## src/rmf_consts.svh

```systemverilog
// Constants of the radio modem frame control block: offsets, fields, resets, timing.
// Assumes a 10 MHz system clock and byte-wide data-memory register access.
// Functional notes
// - Frame-type alter: keep, invert, clear, set MSB
// - Received bytes reach the queue unmodified
// - Reserved types rejected when reserved-accept is 0
// - Reserved types accepted, no decoding, when set
// - Decoding off: every frame is received
// - Coordinator bit filters frames without destination
// - Address decoding only while enable bit is 1
// - Three-bit hysteresis in dB, reset 010
// - Assessment mode, reset 11; 01 compares below threshold
// - Auto checksum appended right after last byte
// - Auto checksum checked on every received frame
// - Auto reply 12 symbols after frame, unslotted
// - Slotted reply at first slot past 12 symbols
// - Preamble of setting plus one zero bytes
// - Reply SFD spacing whole multiples of 20 symbols
// - Signed 8-bit threshold, reset E0, compared
`ifndef RMF_CONSTS_SVH
`define RMF_CONSTS_SVH
// Control register offsets and reset values
`define RMF_FILT_ADDR 16'hDF02
`define RMF_FILT_RST 8'h0A
`define RMF_LINK_ADDR 16'hDF03
`define RMF_LINK_RST 8'hE2
`define RMF_CTLB_ADDR 16'hDF04
`define RMF_CTLB_RST 8'h30
`define RMF_THR_ADDR 16'hDF05
`define RMF_THR_RST 8'hE0
// Field positions
`define RMF_F_ALTER 7:6
`define RMF_F_RSVACC 5
`define RMF_F_COORD 4
`define RMF_F_DECODE 3
`define RMF_F_HYST 2:0
`define RMF_F_CCSEL 7:6
`define RMF_F_AUTO_CHECKSUM_ENABLE 5
`define RMF_F_AUTO_REPLY_ENABLE 4
`define RMF_F_PRELEN 3:0
`define RMF_F_SLOTTED 7
// Test registers: address list and reset list in the same order
`define RMF_TEST_NUM 19
`define RMF_TEST_ADDRS {16'hDF28, 16'hDF29, 16'hDF2A, 16'hDF2B, 16'hDF2C, 16'hDF2D, \
  16'hDF2E, 16'hDF2F, 16'hDF30, 16'hDF31, 16'hDF32, 16'hDF33, 16'hDF34, 16'hDF35, \
  16'hDF37, 16'hDF38, 16'hDF3F, 16'hDF40, 16'hDF41}
`define RMF_TEST_RSTS {8'h36, 8'h49, 8'h08, 8'h54, 8'h09, 8'h0A, 8'h10, 8'h00, 8'h40, \
  8'h32, 8'h20, 8'h00, 8'h92, 8'hDD, 8'h00, 8'h00, 8'h10, 8'h00, 8'h00}
// Frame type codes
`define RMF_FT_BEACON 3'h0
`define RMF_FT_DATA 3'h1
`define RMF_FT_ACK 3'h2
`define RMF_FT_CMD 3'h3
// Checksum: reflected ITU-T polynomial
`define RMF_CRC_POLY 16'h8408
// Timing
`define RMF_CLK_NS 100
`define RMF_SYMBOL_NS 16000
`define RMF_SYM_CYC (`RMF_SYMBOL_NS / `RMF_CLK_NS)
`define RMF_ACK_SYMS 12
`define RMF_SLOT_SYMS 20
`define RMF_ACK_CYC (`RMF_ACK_SYMS * `RMF_SYM_CYC)
`define RMF_SLOT_CYC (`RMF_SLOT_SYMS * `RMF_SYM_CYC)
`endif

```

## src/rmf_pkg.sv

```systemverilog
// Types shared by the radio modem frame control block.
// Assumes rmf_consts.svh for all numeric constants.
package rmf_pkg;
  // Byte-wide data-memory register request
  typedef struct packed {
    logic [15:0] addr;
    logic [7:0] wdata;
    logic wr;
    logic rd;
  } rmf_xd_req_s;
  // Header facts about a received frame, valid with its end pulse
  typedef struct packed {
    logic [2:0] ftype;
    logic ack_req;
    logic dst_present;
    logic addr_match;
    logic src_pan_match;
  } rmf_rx_info_s;
  // Result of one received frame
  typedef struct packed {
    logic done;
    logic accept;
    logic crc_ok;
  } rmf_rx_result_s;
  // Transmit framer states
  typedef enum logic [2:0] {
    RMF_TX_IDLE, RMF_TX_PRE, RMF_TX_SYNC, RMF_TX_DATA, RMF_TX_FCS_LO, RMF_TX_FCS_HI
  } rmf_tx_state_e;
endpackage : rmf_pkg

```

## src/rmf_ack_timer.sv

```systemverilog
// Reply timing: fixed delay after frame end, or next slot boundary aligned to SFD.
// Assumes rx_sfd and rx_end are one-cycle pulses from the receiver.
`include "rmf_consts.svh"
module rmf_ack_timer (
  // Clock and reset
  input wire logic clk_sys,
  input wire logic rstn,
  input wire logic ce,
  // Control
  input wire logic slotted,
  input wire logic rx_sfd,
  input wire logic arm,
  // Reply start pulse
  output logic fire
);
  import rmf_pkg::*;

  logic [11:0] slot_pos; // Cycles since SFD, modulo one slot
  logic [11:0] since_end; // Cycles since frame end, saturating
  logic armed; // Waiting to send a reply
  logic due; // Reply moment reached

  // Slot phase: restarted at every SFD so slots line up with it
  always_ff @(posedge clk_sys or negedge rstn) begin
    if (!rstn) begin
      slot_pos <= 12'h000;
    end else if (ce) begin
      if (rx_sfd || slot_pos == 12'(`RMF_SLOT_CYC - 1)) begin
        slot_pos <= 12'h000;
      end else begin
        slot_pos <= slot_pos + 12'h001;
      end
    end
  end

  // Elapsed time since end; slotted waits for a slot edge past the minimum
  assign due = slotted ? (since_end >= 12'(`RMF_ACK_CYC) && slot_pos == 12'h000)
                       : (since_end == 12'(`RMF_ACK_CYC));

  always_ff @(posedge clk_sys or negedge rstn) begin
    if (!rstn) begin
      armed <= 1'b0;
      since_end <= 12'h000;
      fire <= 1'b0;
    end else if (ce) begin
      fire <= 1'b0;
      if (arm) begin
        armed <= 1'b1;
        since_end <= 12'h001;
      end else if (armed) begin
        if (due) begin
          armed <= 1'b0;
          fire <= 1'b1;
        end else if (since_end != 12'hFFF) begin
          since_end <= since_end + 12'h001;
        end
      end
    end
  end

  property p_ack_fixed;
    @(posedge clk_sys) disable iff (!rstn)
    (ce && armed && due && !slotted) |-> (since_end == 12'(`RMF_ACK_CYC));
  endproperty
  a_ack_fixed: assert property (p_ack_fixed) else $error("reply not at fixed delay");

  property p_ack_slot;
    @(posedge clk_sys) disable iff (!rstn)
    (ce && armed && due && slotted) |-> (slot_pos == 12'h000 && since_end >= 12'(`RMF_ACK_CYC));
  endproperty
  a_ack_slot: assert property (p_ack_slot) else $error("slotted reply misaligned");
endmodule // rmf_ack_timer

```

## src/rmf_crc16.sv

```systemverilog
// Byte-serial ITU-T CRC-16, LSB first, zero preset.
// Assumes bytes arrive one per enabled cycle on the system clock.
`include "rmf_consts.svh"
module rmf_crc16 (
  // Clock and reset
  input wire logic clk_sys,
  input wire logic rstn,
  input wire logic ce,
  // Data
  input wire logic clear,
  input wire logic en,
  input wire logic [7:0] data,
  output logic [15:0] crc
);
  import rmf_pkg::*;

  // One byte through the reflected polynomial
  function automatic logic [15:0] crc_step(input logic [15:0] c, input logic [7:0] d);
    logic [15:0] r;
    r = c;
    for (int i = 0; i < 8; i++) begin
      r = (r[0] ^ d[i]) ? ((r >> 1) ^ `RMF_CRC_POLY) : (r >> 1);
    end
    return r;
  endfunction

  // Running remainder; clear wins so a new frame never inherits old state
  always_ff @(posedge clk_sys or negedge rstn) begin
    if (!rstn) begin
      crc <= 16'h0000;
    end else if (ce) begin
      if (clear) begin
        crc <= 16'h0000;
      end else if (en) begin
        crc <= crc_step(crc, data);
      end
    end
  end

  property p_crc_clear;
    @(posedge clk_sys) disable iff (!rstn)
    (ce && clear) |=> (crc == 16'h0000);
  endproperty
  a_crc_clear: assert property (p_crc_clear) else $error("checksum not cleared");
endmodule // rmf_crc16

```

## src/rmf_frame_ctrl.sv

```systemverilog
// Modem frame control: registers, frame filter, checksum, channel assessment,
// reply timing and transmit preamble framing.
// Assumes same-clock receiver, modulator and data-memory access; no pins sampled.
`include "rmf_consts.svh"
module rmf_frame_ctrl (
  // Clock, reset, enable
  input wire logic clk_sys,
  input wire logic rstn,
  input wire logic ce,
  // Register access in data memory space
  input wire rmf_pkg::rmf_xd_req_s xd_req,
  output logic [7:0] xd_rdata,
  // Receive byte stream
  input wire logic rx_sfd,
  input wire logic rx_byte_valid,
  input wire logic [7:0] rx_byte,
  input wire logic rx_end,
  input wire rmf_pkg::rmf_rx_info_s rx_info,
  // Receive queue side
  output logic rx_q_valid,
  output logic [7:0] rx_q_byte,
  output rmf_pkg::rmf_rx_result_s rx_result,
  // Reply start
  output logic ack_start,
  // Channel assessment
  input wire logic ss_valid,
  input wire logic signed [7:0] signal_strength,
  input wire logic rx_active,
  output logic channel_clear_flag,
  // Transmit source
  input wire logic tx_start,
  input wire logic tx_in_valid,
  input wire logic [7:0] tx_in_byte,
  input wire logic tx_in_last,
  output logic tx_in_ready,
  // Modulator side
  input wire logic tx_take,
  output logic tx_valid,
  output logic [7:0] tx_byte,
  output logic tx_sync_slot,
  output logic tx_underrun
);
  import rmf_pkg::*;

  // Control registers
  logic [7:0] modem_frame_filter_ctrl;
  logic [7:0] modem_link_ctrl;
  logic [7:0] modem_ctrl_b_hi;
  logic [7:0] channel_clear_threshold;
  logic [7:0] test_reg [`RMF_TEST_NUM]; // Analogue test bank, held only

  localparam logic [16*`RMF_TEST_NUM-1:0] TEST_ADDRS = `RMF_TEST_ADDRS;
  localparam logic [8*`RMF_TEST_NUM-1:0] TEST_RSTS = `RMF_TEST_RSTS;

  // Test bank lookup, used by both the read and the write path
  function automatic logic [5:0] test_hit(input logic [15:0] a);
    logic [5:0] r;
    r = 6'h3F;
    for (int i = 0; i < `RMF_TEST_NUM; i++) begin
      if (TEST_ADDRS[16*(`RMF_TEST_NUM-1-i) +: 16] == a) begin
        r = 6'(i);
      end
    end
    return r;
  endfunction

  // Frame type as the filter sees it; stored bytes are never touched
  function automatic logic [2:0] alter_type(input logic [1:0] m, input logic [2:0] t);
    logic [2:0] r;
    r = t;
    unique case (m)
      2'h0: r = t;
      2'h1: r = {~t[2], t[1:0]};
      2'h2: r = {1'b0, t[1:0]};
      2'h3: r = {1'b1, t[1:0]};
    endcase
    return r;
  endfunction

  // Field views
  logic [1:0] frame_type_alter;
  logic reserved_accept;
  logic coordinator_role;
  logic addr_decode;
  logic [2:0] channel_clear_hysteresis;
  logic [1:0] channel_clear_select;
  logic auto_checksum_enable;
  logic auto_reply_enable;
  logic [3:0] preamble_len;
  logic slotted_ack;

  assign frame_type_alter = modem_frame_filter_ctrl[`RMF_F_ALTER];
  assign reserved_accept = modem_frame_filter_ctrl[`RMF_F_RSVACC];
  assign coordinator_role = modem_frame_filter_ctrl[`RMF_F_COORD];
  assign addr_decode = modem_frame_filter_ctrl[`RMF_F_DECODE];
  assign channel_clear_hysteresis = modem_frame_filter_ctrl[`RMF_F_HYST];
  assign channel_clear_select = modem_link_ctrl[`RMF_F_CCSEL];
  assign auto_checksum_enable = modem_link_ctrl[`RMF_F_AUTO_CHECKSUM_ENABLE];
  assign auto_reply_enable = modem_link_ctrl[`RMF_F_AUTO_REPLY_ENABLE];
  assign preamble_len = modem_link_ctrl[`RMF_F_PRELEN];
  assign slotted_ack = modem_ctrl_b_hi[`RMF_F_SLOTTED];

  logic [5:0] wr_idx;
  logic [5:0] rd_idx;
  assign wr_idx = test_hit(xd_req.addr);
  assign rd_idx = wr_idx;

  // Register writes: every field holds its value until software writes it
  always_ff @(posedge clk_sys or negedge rstn) begin
    if (!rstn) begin
      modem_frame_filter_ctrl <= `RMF_FILT_RST;
      modem_link_ctrl <= `RMF_LINK_RST;
      modem_ctrl_b_hi <= `RMF_CTLB_RST;
      channel_clear_threshold <= `RMF_THR_RST;
    end else if (ce && xd_req.wr) begin
      unique case (xd_req.addr)
        `RMF_FILT_ADDR: modem_frame_filter_ctrl <= xd_req.wdata;
        `RMF_LINK_ADDR: modem_link_ctrl <= xd_req.wdata;
        `RMF_CTLB_ADDR: modem_ctrl_b_hi <= xd_req.wdata;
        `RMF_THR_ADDR: channel_clear_threshold <= xd_req.wdata;
        default: ; // Other addresses belong elsewhere
      endcase
    end
  end

  // Test bank writes
  always_ff @(posedge clk_sys or negedge rstn) begin
    if (!rstn) begin
      for (int i = 0; i < `RMF_TEST_NUM; i++) begin
        test_reg[i] <= TEST_RSTS[8*(`RMF_TEST_NUM-1-i) +: 8];
      end
    end else if (ce && xd_req.wr && wr_idx != 6'h3F) begin
      test_reg[wr_idx[4:0]] <= xd_req.wdata;
    end
  end

  // Read data, registered; unmapped addresses read zero
  always_ff @(posedge clk_sys or negedge rstn) begin
    if (!rstn) begin
      xd_rdata <= 8'h00;
    end else if (ce && xd_req.rd) begin
      if (xd_req.addr == `RMF_FILT_ADDR) begin
        xd_rdata <= modem_frame_filter_ctrl;
      end else if (xd_req.addr == `RMF_LINK_ADDR) begin
        xd_rdata <= modem_link_ctrl;
      end else if (xd_req.addr == `RMF_CTLB_ADDR) begin
        xd_rdata <= modem_ctrl_b_hi;
      end else if (xd_req.addr == `RMF_THR_ADDR) begin
        xd_rdata <= channel_clear_threshold;
      end else if (rd_idx != 6'h3F) begin
        xd_rdata <= test_reg[rd_idx[4:0]];
      end else begin
        xd_rdata <= 8'h00;
      end
    end
  end

  // Frame filter decision, evaluated at frame end
  logic [2:0] eff_type;
  logic next_accept;
  assign eff_type = alter_type(frame_type_alter, rx_info.ftype);

  always_comb begin
    next_accept = 1'b1;
    if (!addr_decode) begin
      next_accept = 1'b1;
    end else if (eff_type[2]) begin
      next_accept = reserved_accept;
    end else if (eff_type == `RMF_FT_BEACON) begin
      next_accept = rx_info.src_pan_match;
    end else if (rx_info.dst_present) begin
      next_accept = rx_info.addr_match;
    end else if (eff_type == `RMF_FT_ACK) begin
      next_accept = 1'b1;
    end else begin
      // No destination: only a coordinator takes data and commands from its PAN
      next_accept = coordinator_role && rx_info.src_pan_match;
    end
  end

  // Receive checksum over data and trailing checksum; zero residue is valid
  logic rx_crc_clr;
  logic [15:0] rx_crc;
  assign rx_crc_clr = rx_sfd;

  rmf_crc16 u_rx_crc (
    .clk_sys(clk_sys),
    .rstn(rstn),
    .ce(ce),
    .clear(rx_crc_clr),
    .en(rx_byte_valid),
    .data(rx_byte),
    .crc(rx_crc)
  );

  // Bytes pass to the queue exactly as received
  always_ff @(posedge clk_sys or negedge rstn) begin
    if (!rstn) begin
      rx_q_valid <= 1'b0;
      rx_q_byte <= 8'h00;
    end else if (ce) begin
      rx_q_valid <= rx_byte_valid;
      if (rx_byte_valid) begin
        rx_q_byte <= rx_byte;
      end
    end
  end

  // Frame result; without auto checksum the frame is never deemed checked
  logic crc_good;
  logic ack_arm;
  assign crc_good = auto_checksum_enable && rx_crc == 16'h0000;
  assign ack_arm = ce && rx_end && auto_reply_enable && next_accept && rx_info.ack_req
                   && crc_good;

  always_ff @(posedge clk_sys or negedge rstn) begin
    if (!rstn) begin
      rx_result <= '0;
    end else if (ce) begin
      rx_result.done <= rx_end;
      if (rx_end) begin
        rx_result.accept <= next_accept;
        rx_result.crc_ok <= crc_good;
      end
    end
  end

  rmf_ack_timer u_ack (
    .clk_sys(clk_sys),
    .rstn(rstn),
    .ce(ce),
    .slotted(slotted_ack),
    .rx_sfd(rx_sfd),
    .arm(ack_arm),
    .fire(ack_start)
  );

  // Channel assessment with hysteresis: clear below thr-hyst, busy at thr
  logic signed [9:0] thr_low;
  logic signed [9:0] ss_wide;
  logic cc_level;
  assign thr_low = 10'(signed'(channel_clear_threshold)) - 10'(channel_clear_hysteresis);
  assign ss_wide = 10'(signal_strength);

  always_ff @(posedge clk_sys or negedge rstn) begin
    if (!rstn) begin
      cc_level <= 1'b0;
    end else if (ce && ss_valid) begin
      if (ss_wide < thr_low) begin
        cc_level <= 1'b1;
      end else if (ss_wide >= 10'(signed'(channel_clear_threshold))) begin
        cc_level <= 1'b0;
      end
    end
  end

  // Mode select: 00 reserved reads busy; upper modes also busy while receiving
  always_comb begin
    unique case (channel_clear_select)
      2'h0: channel_clear_flag = 1'b0;
      2'h1: channel_clear_flag = cc_level;
      2'h2: channel_clear_flag = cc_level && !rx_active;
      2'h3: channel_clear_flag = cc_level && !rx_active;
    endcase
  end

  // Transmit framer
  rmf_tx_state_e tx_state;
  logic [3:0] pre_left; // Preamble bytes still to send after this one
  logic tx_crc_clr;
  logic tx_crc_en;
  logic [15:0] tx_crc;
  logic in_data;
  logic last_q; // Current data byte is the final one
  assign in_data = tx_state == RMF_TX_SYNC || tx_state == RMF_TX_DATA;
  assign tx_in_ready = ce && tx_take && in_data && !(tx_state == RMF_TX_DATA && last_q);
  assign tx_valid = tx_state != RMF_TX_IDLE;
  assign tx_sync_slot = tx_state == RMF_TX_SYNC;
  assign tx_crc_clr = tx_start && tx_state == RMF_TX_IDLE;
  assign tx_crc_en = tx_in_ready && tx_in_valid;

  rmf_crc16 u_tx_crc (
    .clk_sys(clk_sys),
    .rstn(rstn),
    .ce(ce),
    .clear(tx_crc_clr),
    .en(tx_crc_en),
    .data(tx_in_byte),
    .crc(tx_crc)
  );

  // Byte sequence: zeros, sync slot, data, then two checksum bytes when auto checksum is on
  always_ff @(posedge clk_sys or negedge rstn) begin
    if (!rstn) begin
      tx_state <= RMF_TX_IDLE;
      tx_byte <= 8'h00;
      pre_left <= 4'h0;
      last_q <= 1'b0;
      tx_underrun <= 1'b0;
    end else if (ce) begin
      tx_underrun <= 1'b0;
      unique case (tx_state)
        RMF_TX_IDLE: begin
          if (tx_start) begin
            tx_state <= RMF_TX_PRE;
            tx_byte <= 8'h00;
            pre_left <= preamble_len;
            last_q <= 1'b0;
          end
        end
        RMF_TX_PRE: begin
          if (tx_take) begin
            if (pre_left == 4'h0) begin
              tx_state <= RMF_TX_SYNC;
            end else begin
              pre_left <= pre_left - 4'h1;
            end
          end
        end
        RMF_TX_SYNC, RMF_TX_DATA: begin
          if (tx_take) begin
            if (tx_state == RMF_TX_DATA && last_q) begin
              // Checksum follows the final byte at once, or the frame ends
              if (auto_checksum_enable) begin
                tx_state <= RMF_TX_FCS_LO;
                tx_byte <= tx_crc[7:0];
              end else begin
                tx_state <= RMF_TX_IDLE;
              end
            end else if (tx_in_valid) begin
              tx_state <= RMF_TX_DATA;
              tx_byte <= tx_in_byte;
              last_q <= tx_in_last;
            end else begin
              // Source starved the modulator: abandon the frame
              tx_state <= RMF_TX_IDLE;
              tx_underrun <= 1'b1;
            end
          end
        end
        RMF_TX_FCS_LO: begin
          if (tx_take) begin
            tx_state <= RMF_TX_FCS_HI;
            tx_byte <= tx_crc[15:8];
          end
        end
        RMF_TX_FCS_HI: begin
          if (tx_take) begin
            tx_state <= RMF_TX_IDLE;
          end
        end
      endcase
    end
  end

  // Helper: preamble bytes taken in this frame
  logic [4:0] pre_sent;
  always_ff @(posedge clk_sys or negedge rstn) begin
    if (!rstn) begin
      pre_sent <= 5'h00;
    end else if (ce) begin
      if (tx_state == RMF_TX_IDLE) begin
        pre_sent <= 5'h00;
      end else if (tx_state == RMF_TX_PRE && tx_take) begin
        pre_sent <= pre_sent + 5'h01;
      end
    end
  end

  property p_preamble;
    @(posedge clk_sys) disable iff (!rstn)
    (ce && tx_state == RMF_TX_PRE && tx_take && pre_left == 4'h0)
      |=> (pre_sent == 5'(preamble_len) + 5'h01);
  endproperty
  a_preamble: assert property (p_preamble) else $error("preamble length wrong");

  property p_alter;
    @(posedge clk_sys) disable iff (!rstn)
    (frame_type_alter == 2'h1) |-> (eff_type == {~rx_info.ftype[2], rx_info.ftype[1:0]});
  endproperty
  a_alter: assert property (p_alter) else $error("frame type not inverted");

  property p_passthru;
    @(posedge clk_sys) disable iff (!rstn)
    (ce && rx_byte_valid) |=> (rx_q_valid && rx_q_byte == $past(rx_byte));
  endproperty
  a_passthru: assert property (p_passthru) else $error("queue byte altered");

  property p_rsv_reject;
    @(posedge clk_sys) disable iff (!rstn)
    (ce && rx_end && addr_decode && eff_type[2] && !reserved_accept) |=> !rx_result.accept;
  endproperty
  a_rsv_reject: assert property (p_rsv_reject) else $error("reserved type accepted");

  property p_rsv_accept;
    @(posedge clk_sys) disable iff (!rstn)
    (ce && rx_end && addr_decode && eff_type[2] && reserved_accept) |=> rx_result.accept;
  endproperty
  a_rsv_accept: assert property (p_rsv_accept) else $error("reserved type rejected");

  property p_no_decode;
    @(posedge clk_sys) disable iff (!rstn)
    (ce && rx_end && !addr_decode) |=> (rx_result.done && rx_result.accept);
  endproperty
  a_no_decode: assert property (p_no_decode) else $error("frame dropped undecoded");

  property p_cca_clear;
    @(posedge clk_sys) disable iff (!rstn)
    (ce && ss_valid && ss_wide < thr_low && channel_clear_select == 2'h1)
      |=> (channel_clear_flag || $past(channel_clear_select) != channel_clear_select);
  endproperty
  a_cca_clear: assert property (p_cca_clear) else $error("channel not reported clear");

  property p_fcs_follows;
    @(posedge clk_sys) disable iff (!rstn)
    (ce && tx_state == RMF_TX_DATA && last_q && tx_take && auto_checksum_enable)
      |=> (tx_state == RMF_TX_FCS_LO && tx_byte == $past(tx_crc[7:0]));
  endproperty
  a_fcs_follows: assert property (p_fcs_follows) else $error("checksum not appended");
endmodule // rmf_frame_ctrl

```

## config.mk

```make
export PLATFORM = sky130hd
export DESIGN_NAME = rmf_frame_ctrl
export DESIGN_NICKNAME = d
export VERILOG_FILES = /design/src/rmf_pkg.sv /design/src/rmf_ack_timer.sv /design/src/rmf_crc16.sv /design/src/rmf_frame_ctrl.sv
export VERILOG_INCLUDE_DIRS = /design/src
export SDC_FILE = /design/constraint.sdc
export NUM_CORES = 1
export LEC_CHECK = 0
export BUFFER_PORTS_ARGS = -buffer_cell sky130_fd_sc_hd__buf_2
export CAP_MARGIN = 20
export CORE_MARGIN = 4
export CORE_UTILIZATION = 61
export DETAILED_ROUTE_END_ITERATION = 6
export PLACE_DENSITY = 0.8
export SYNTH_ARGS = -nofsm -noshare
export SYNTH_HDL_FRONTEND = slang
export SYNTH_SLANG_ARGS = --single-unit
```

## constraint.sdc

```tcl
create_clock -name clk_sys -period 2.9 [get_ports clk_sys]
set_input_delay 0.145 -clock clk_sys [delete_from_list [all_inputs] [get_ports clk_sys]]
set_output_delay 0.145 -clock clk_sys [all_outputs]
set_load 0.1 [all_outputs]
```

==> impl_metrics.env <==
export IMPL_nets=1589
export IMPL_critPathLaunch="u_rx_crc.crc[5]"
export IMPL_grt_pass1_wl_mm=63.2
export IMPL_die_width_um=163
export IMPL_synth_distinct_cells=82
export IMPL_final_hold_violation_count=0
export IMPL_synth_seq_area_share_pct=47.9
export IMPL_cp_start_kind="register"
export IMPL_insertedDiodeCount=0
export IMPL_gp_congestion=0.959
export IMPL_clkTransAtPathRegs_ps=60
export IMPL_grt_max_degree=96
export IMPL_place_area_sq_um=15800
export IMPL_drtAntennaViolNets=0
export IMPL_syn_nets=1460
export IMPL_drt_total_wl_mm=39.0
export IMPL_hold_path_startpoint="rx_end"
export IMPL_ioPinCount=103
export IMPL_max_freq_mhz=361
export IMPL_clock_sinks=280
export IMPL_drtPass1Iterations=5
export IMPL_r2r_start="u_rx_crc.crc[5]"
export IMPL_peakVddDrop_uv=627
export IMPL_largest_reg_flops=152
export IMPL_end_kind="register"
export IMPL_ctsResizeCount=0
export IMPL_drive_gt1_share_pct=30.3
export IMPL_clockBufferDepth=3
export IMPL_cp_required_ps=3330
export IMPL_crit_type="reg -> reg"
export IMPL_dpl_hpwl_mm=26.5
export IMPL_cts_buffers=30
export IMPL_regArea_sq_um=7060
export IMPL_cts_hold_buffers=13
export IMPL_wl_per_cell_um=21.2
export IMPL_rows=56
export IMPL_core_area_sq_um=23600
export IMPL_drtIter0Drc=1138
export IMPL_die_h_um=163
export IMPL_maxSlewHeadroom_pct=47.5
export IMPL_slew_violations=0
export IMPL_insertion_delay_ps=550
export IMPL_io_buffers=102
export IMPL_syn_cell_area_sq_um=14700
export IMPL_final_area_sq_um=17000
export IMPL_postCtsSetupRepairBufs=0
export IMPL_grt_pass1_vias=11691
export IMPL_areaGrowthSynthToFinish_pct=15.3
export IMPL_hold_path_class="in -> reg"
export IMPL_crit_path_max_fanout=5
export IMPL_worst_slew_pin_slew_ps=785
export IMPL_maxCapViolCount=0
export IMPL_synthCells=1366
export IMPL_yosys_warnings=0
export IMPL_htree_num_levels=1
export IMPL_p_leak_uw=0.00809
export IMPL_n_fill_cell=1640
export IMPL_ys_ff_latch=280
export IMPL_status="completed"
export IMPL_multi_input_area_sq_um=7200
export IMPL_layout_common_cells="dfrtp_1 (238), mux2_2 (185), nand2_1 (156)"
export IMPL_finClkSkew_ps=19.4
export IMPL_synth_area_per_cell_sq_um=10.8
export IMPL_r2r_slack_ps=130
export IMPL_die_area_sq_um=26700
export IMPL_power_density_nw_per_um2=672
export IMPL_clock_root_buffer="clkbuf_16"
export IMPL_rsz0062_at_grt="false"
export IMPL_crit_arrival_ps=3200
export IMPL_async_flop_share_pct=100
export IMPL_tritoncts="built"
export IMPL_grt_use_total_pct=29.4
export IMPL_antenna_found_initial=0
export IMPL_drcViolationCount=0
export IMPL_vias=11431
export IMPL_fin_tns_setup_ps=0
export IMPL_viasPerCell=6.22
export IMPL_min_period_over_period_pct=95.5
export IMPL_finalSetupViolations=0
export IMPL_grt_overflow_total=0
export IMPL_min_period_ps=2770
export IMPL_synth_edf_count=0
export IMPL_synthFlopType="dfrtp_1"
export IMPL_layout_commonest_cell="dfrtp_1"
export IMPL_initial_core_util_pct=62.5
## power by group
group          internal, uW  total, uW  switching (uW)
logic                   823       2700            1880
registers              4210       4520             312
clock network          2640       4210            1570
## synthesized netlist by cell type, types with 4 or more instances
master	number	area, sq um
nor2_2	7	43.8
or3_1	4	25.0
and2_1	8	50.1
a31oi_1	6	37.5
and3_1	17	106
a21o_1	10	75.1
a21oi_1	42	210
nor3_1	18	90.1
clkbuf_1	48	180
a32oi_1	11	96.3
ha_1	24	300
o31ai_1	14	105
dfrtp_1	238	5960
nor2b_1	9	56.3
xnor2_1	47	412
nor4_1	5	31.3
xor2_1	18	158
o21ai_0	78	390
a32o_1	8	80.1
nand3_1	35	175
dfstp_2	42	1100
buf_4	7	52.6
o21a_1	6	45.0
mux2_2	185	2080
buf_2	7	35.0
a221oi_1	7	61.3
o221ai_1	10	87.6
mux2i_1	53	531
inv_1	50	188
nand4_1	26	163
nand2_1	156	586
o22ai_1	17	106
mux2_1	8	90.1
nor2_1	51	191
o211ai_1	5	37.5
nand2b_1	18	113
nor3b_1	4	30.0
## routing by layer
layer  share of wire, %  track usage (%)  up-vias
li1                   -                -     5199
met1                 41             38.6     5711
met2                 50             50.8      420
met3                4.8             3.31      101
met4                3.8             11.1        0
met5                  0                0        -
## stage by stage
step	setup WS (ps)	std cells	util, %	hold slack (ps)	power [uW]
floorplan	525	1366	-	-151	6540
global placement	78.9	1768	66.8	225	7130
detailed placement	140	1768	66.8	228	7200
CTS	157	1837	72.0	8.28	11400
global route	19.7	1838	72.0	7.03	11900
finish	131	1838	72.0	21.4	11400
## worst max-delay path, cell delays in order (launching register included)
cell and delay, ps:
dfrtp_1 440, nor4_1 470, nand2_1 130, or4_1 630, a31oi_2 260, o2111a_1 360
nand4_1 150, xor2_1 150, nor2_1 50
## cells by family after synthesis
kind of cell | share of synthesized area, %
and+or+nand+nor | 13.4
DFF | 47.9
muxes | 18.5
AOI/OAI and AO/OA | 10.9
buffers and inverters | 3.37
xor gates and xnor gates | 3.86
adders and majority gates | 2.17
## path summary, 6_finish.rpt
check	cells past startpoint	end
max in group asynchronous	3	test_reg[40]
max	8	u_ack.since_end[9]
min in group asynchronous	2	cc_level
max reg2reg	8	u_ack.since_end[9]
min	3	rx_result[2]
min reg2reg	2	tx_byte[3]
## area by class of cell
cell class	instances	area share [%]
clock inverter	14	1.34
sequential	280	41.5
timing repair buffer	164	6.21
inverter	50	1.10
tap	319	2.35
multi-input combinational	969	42.3
clock buffer	42	5.16
No activity file was read; power rests on OpenSTA's default activity.
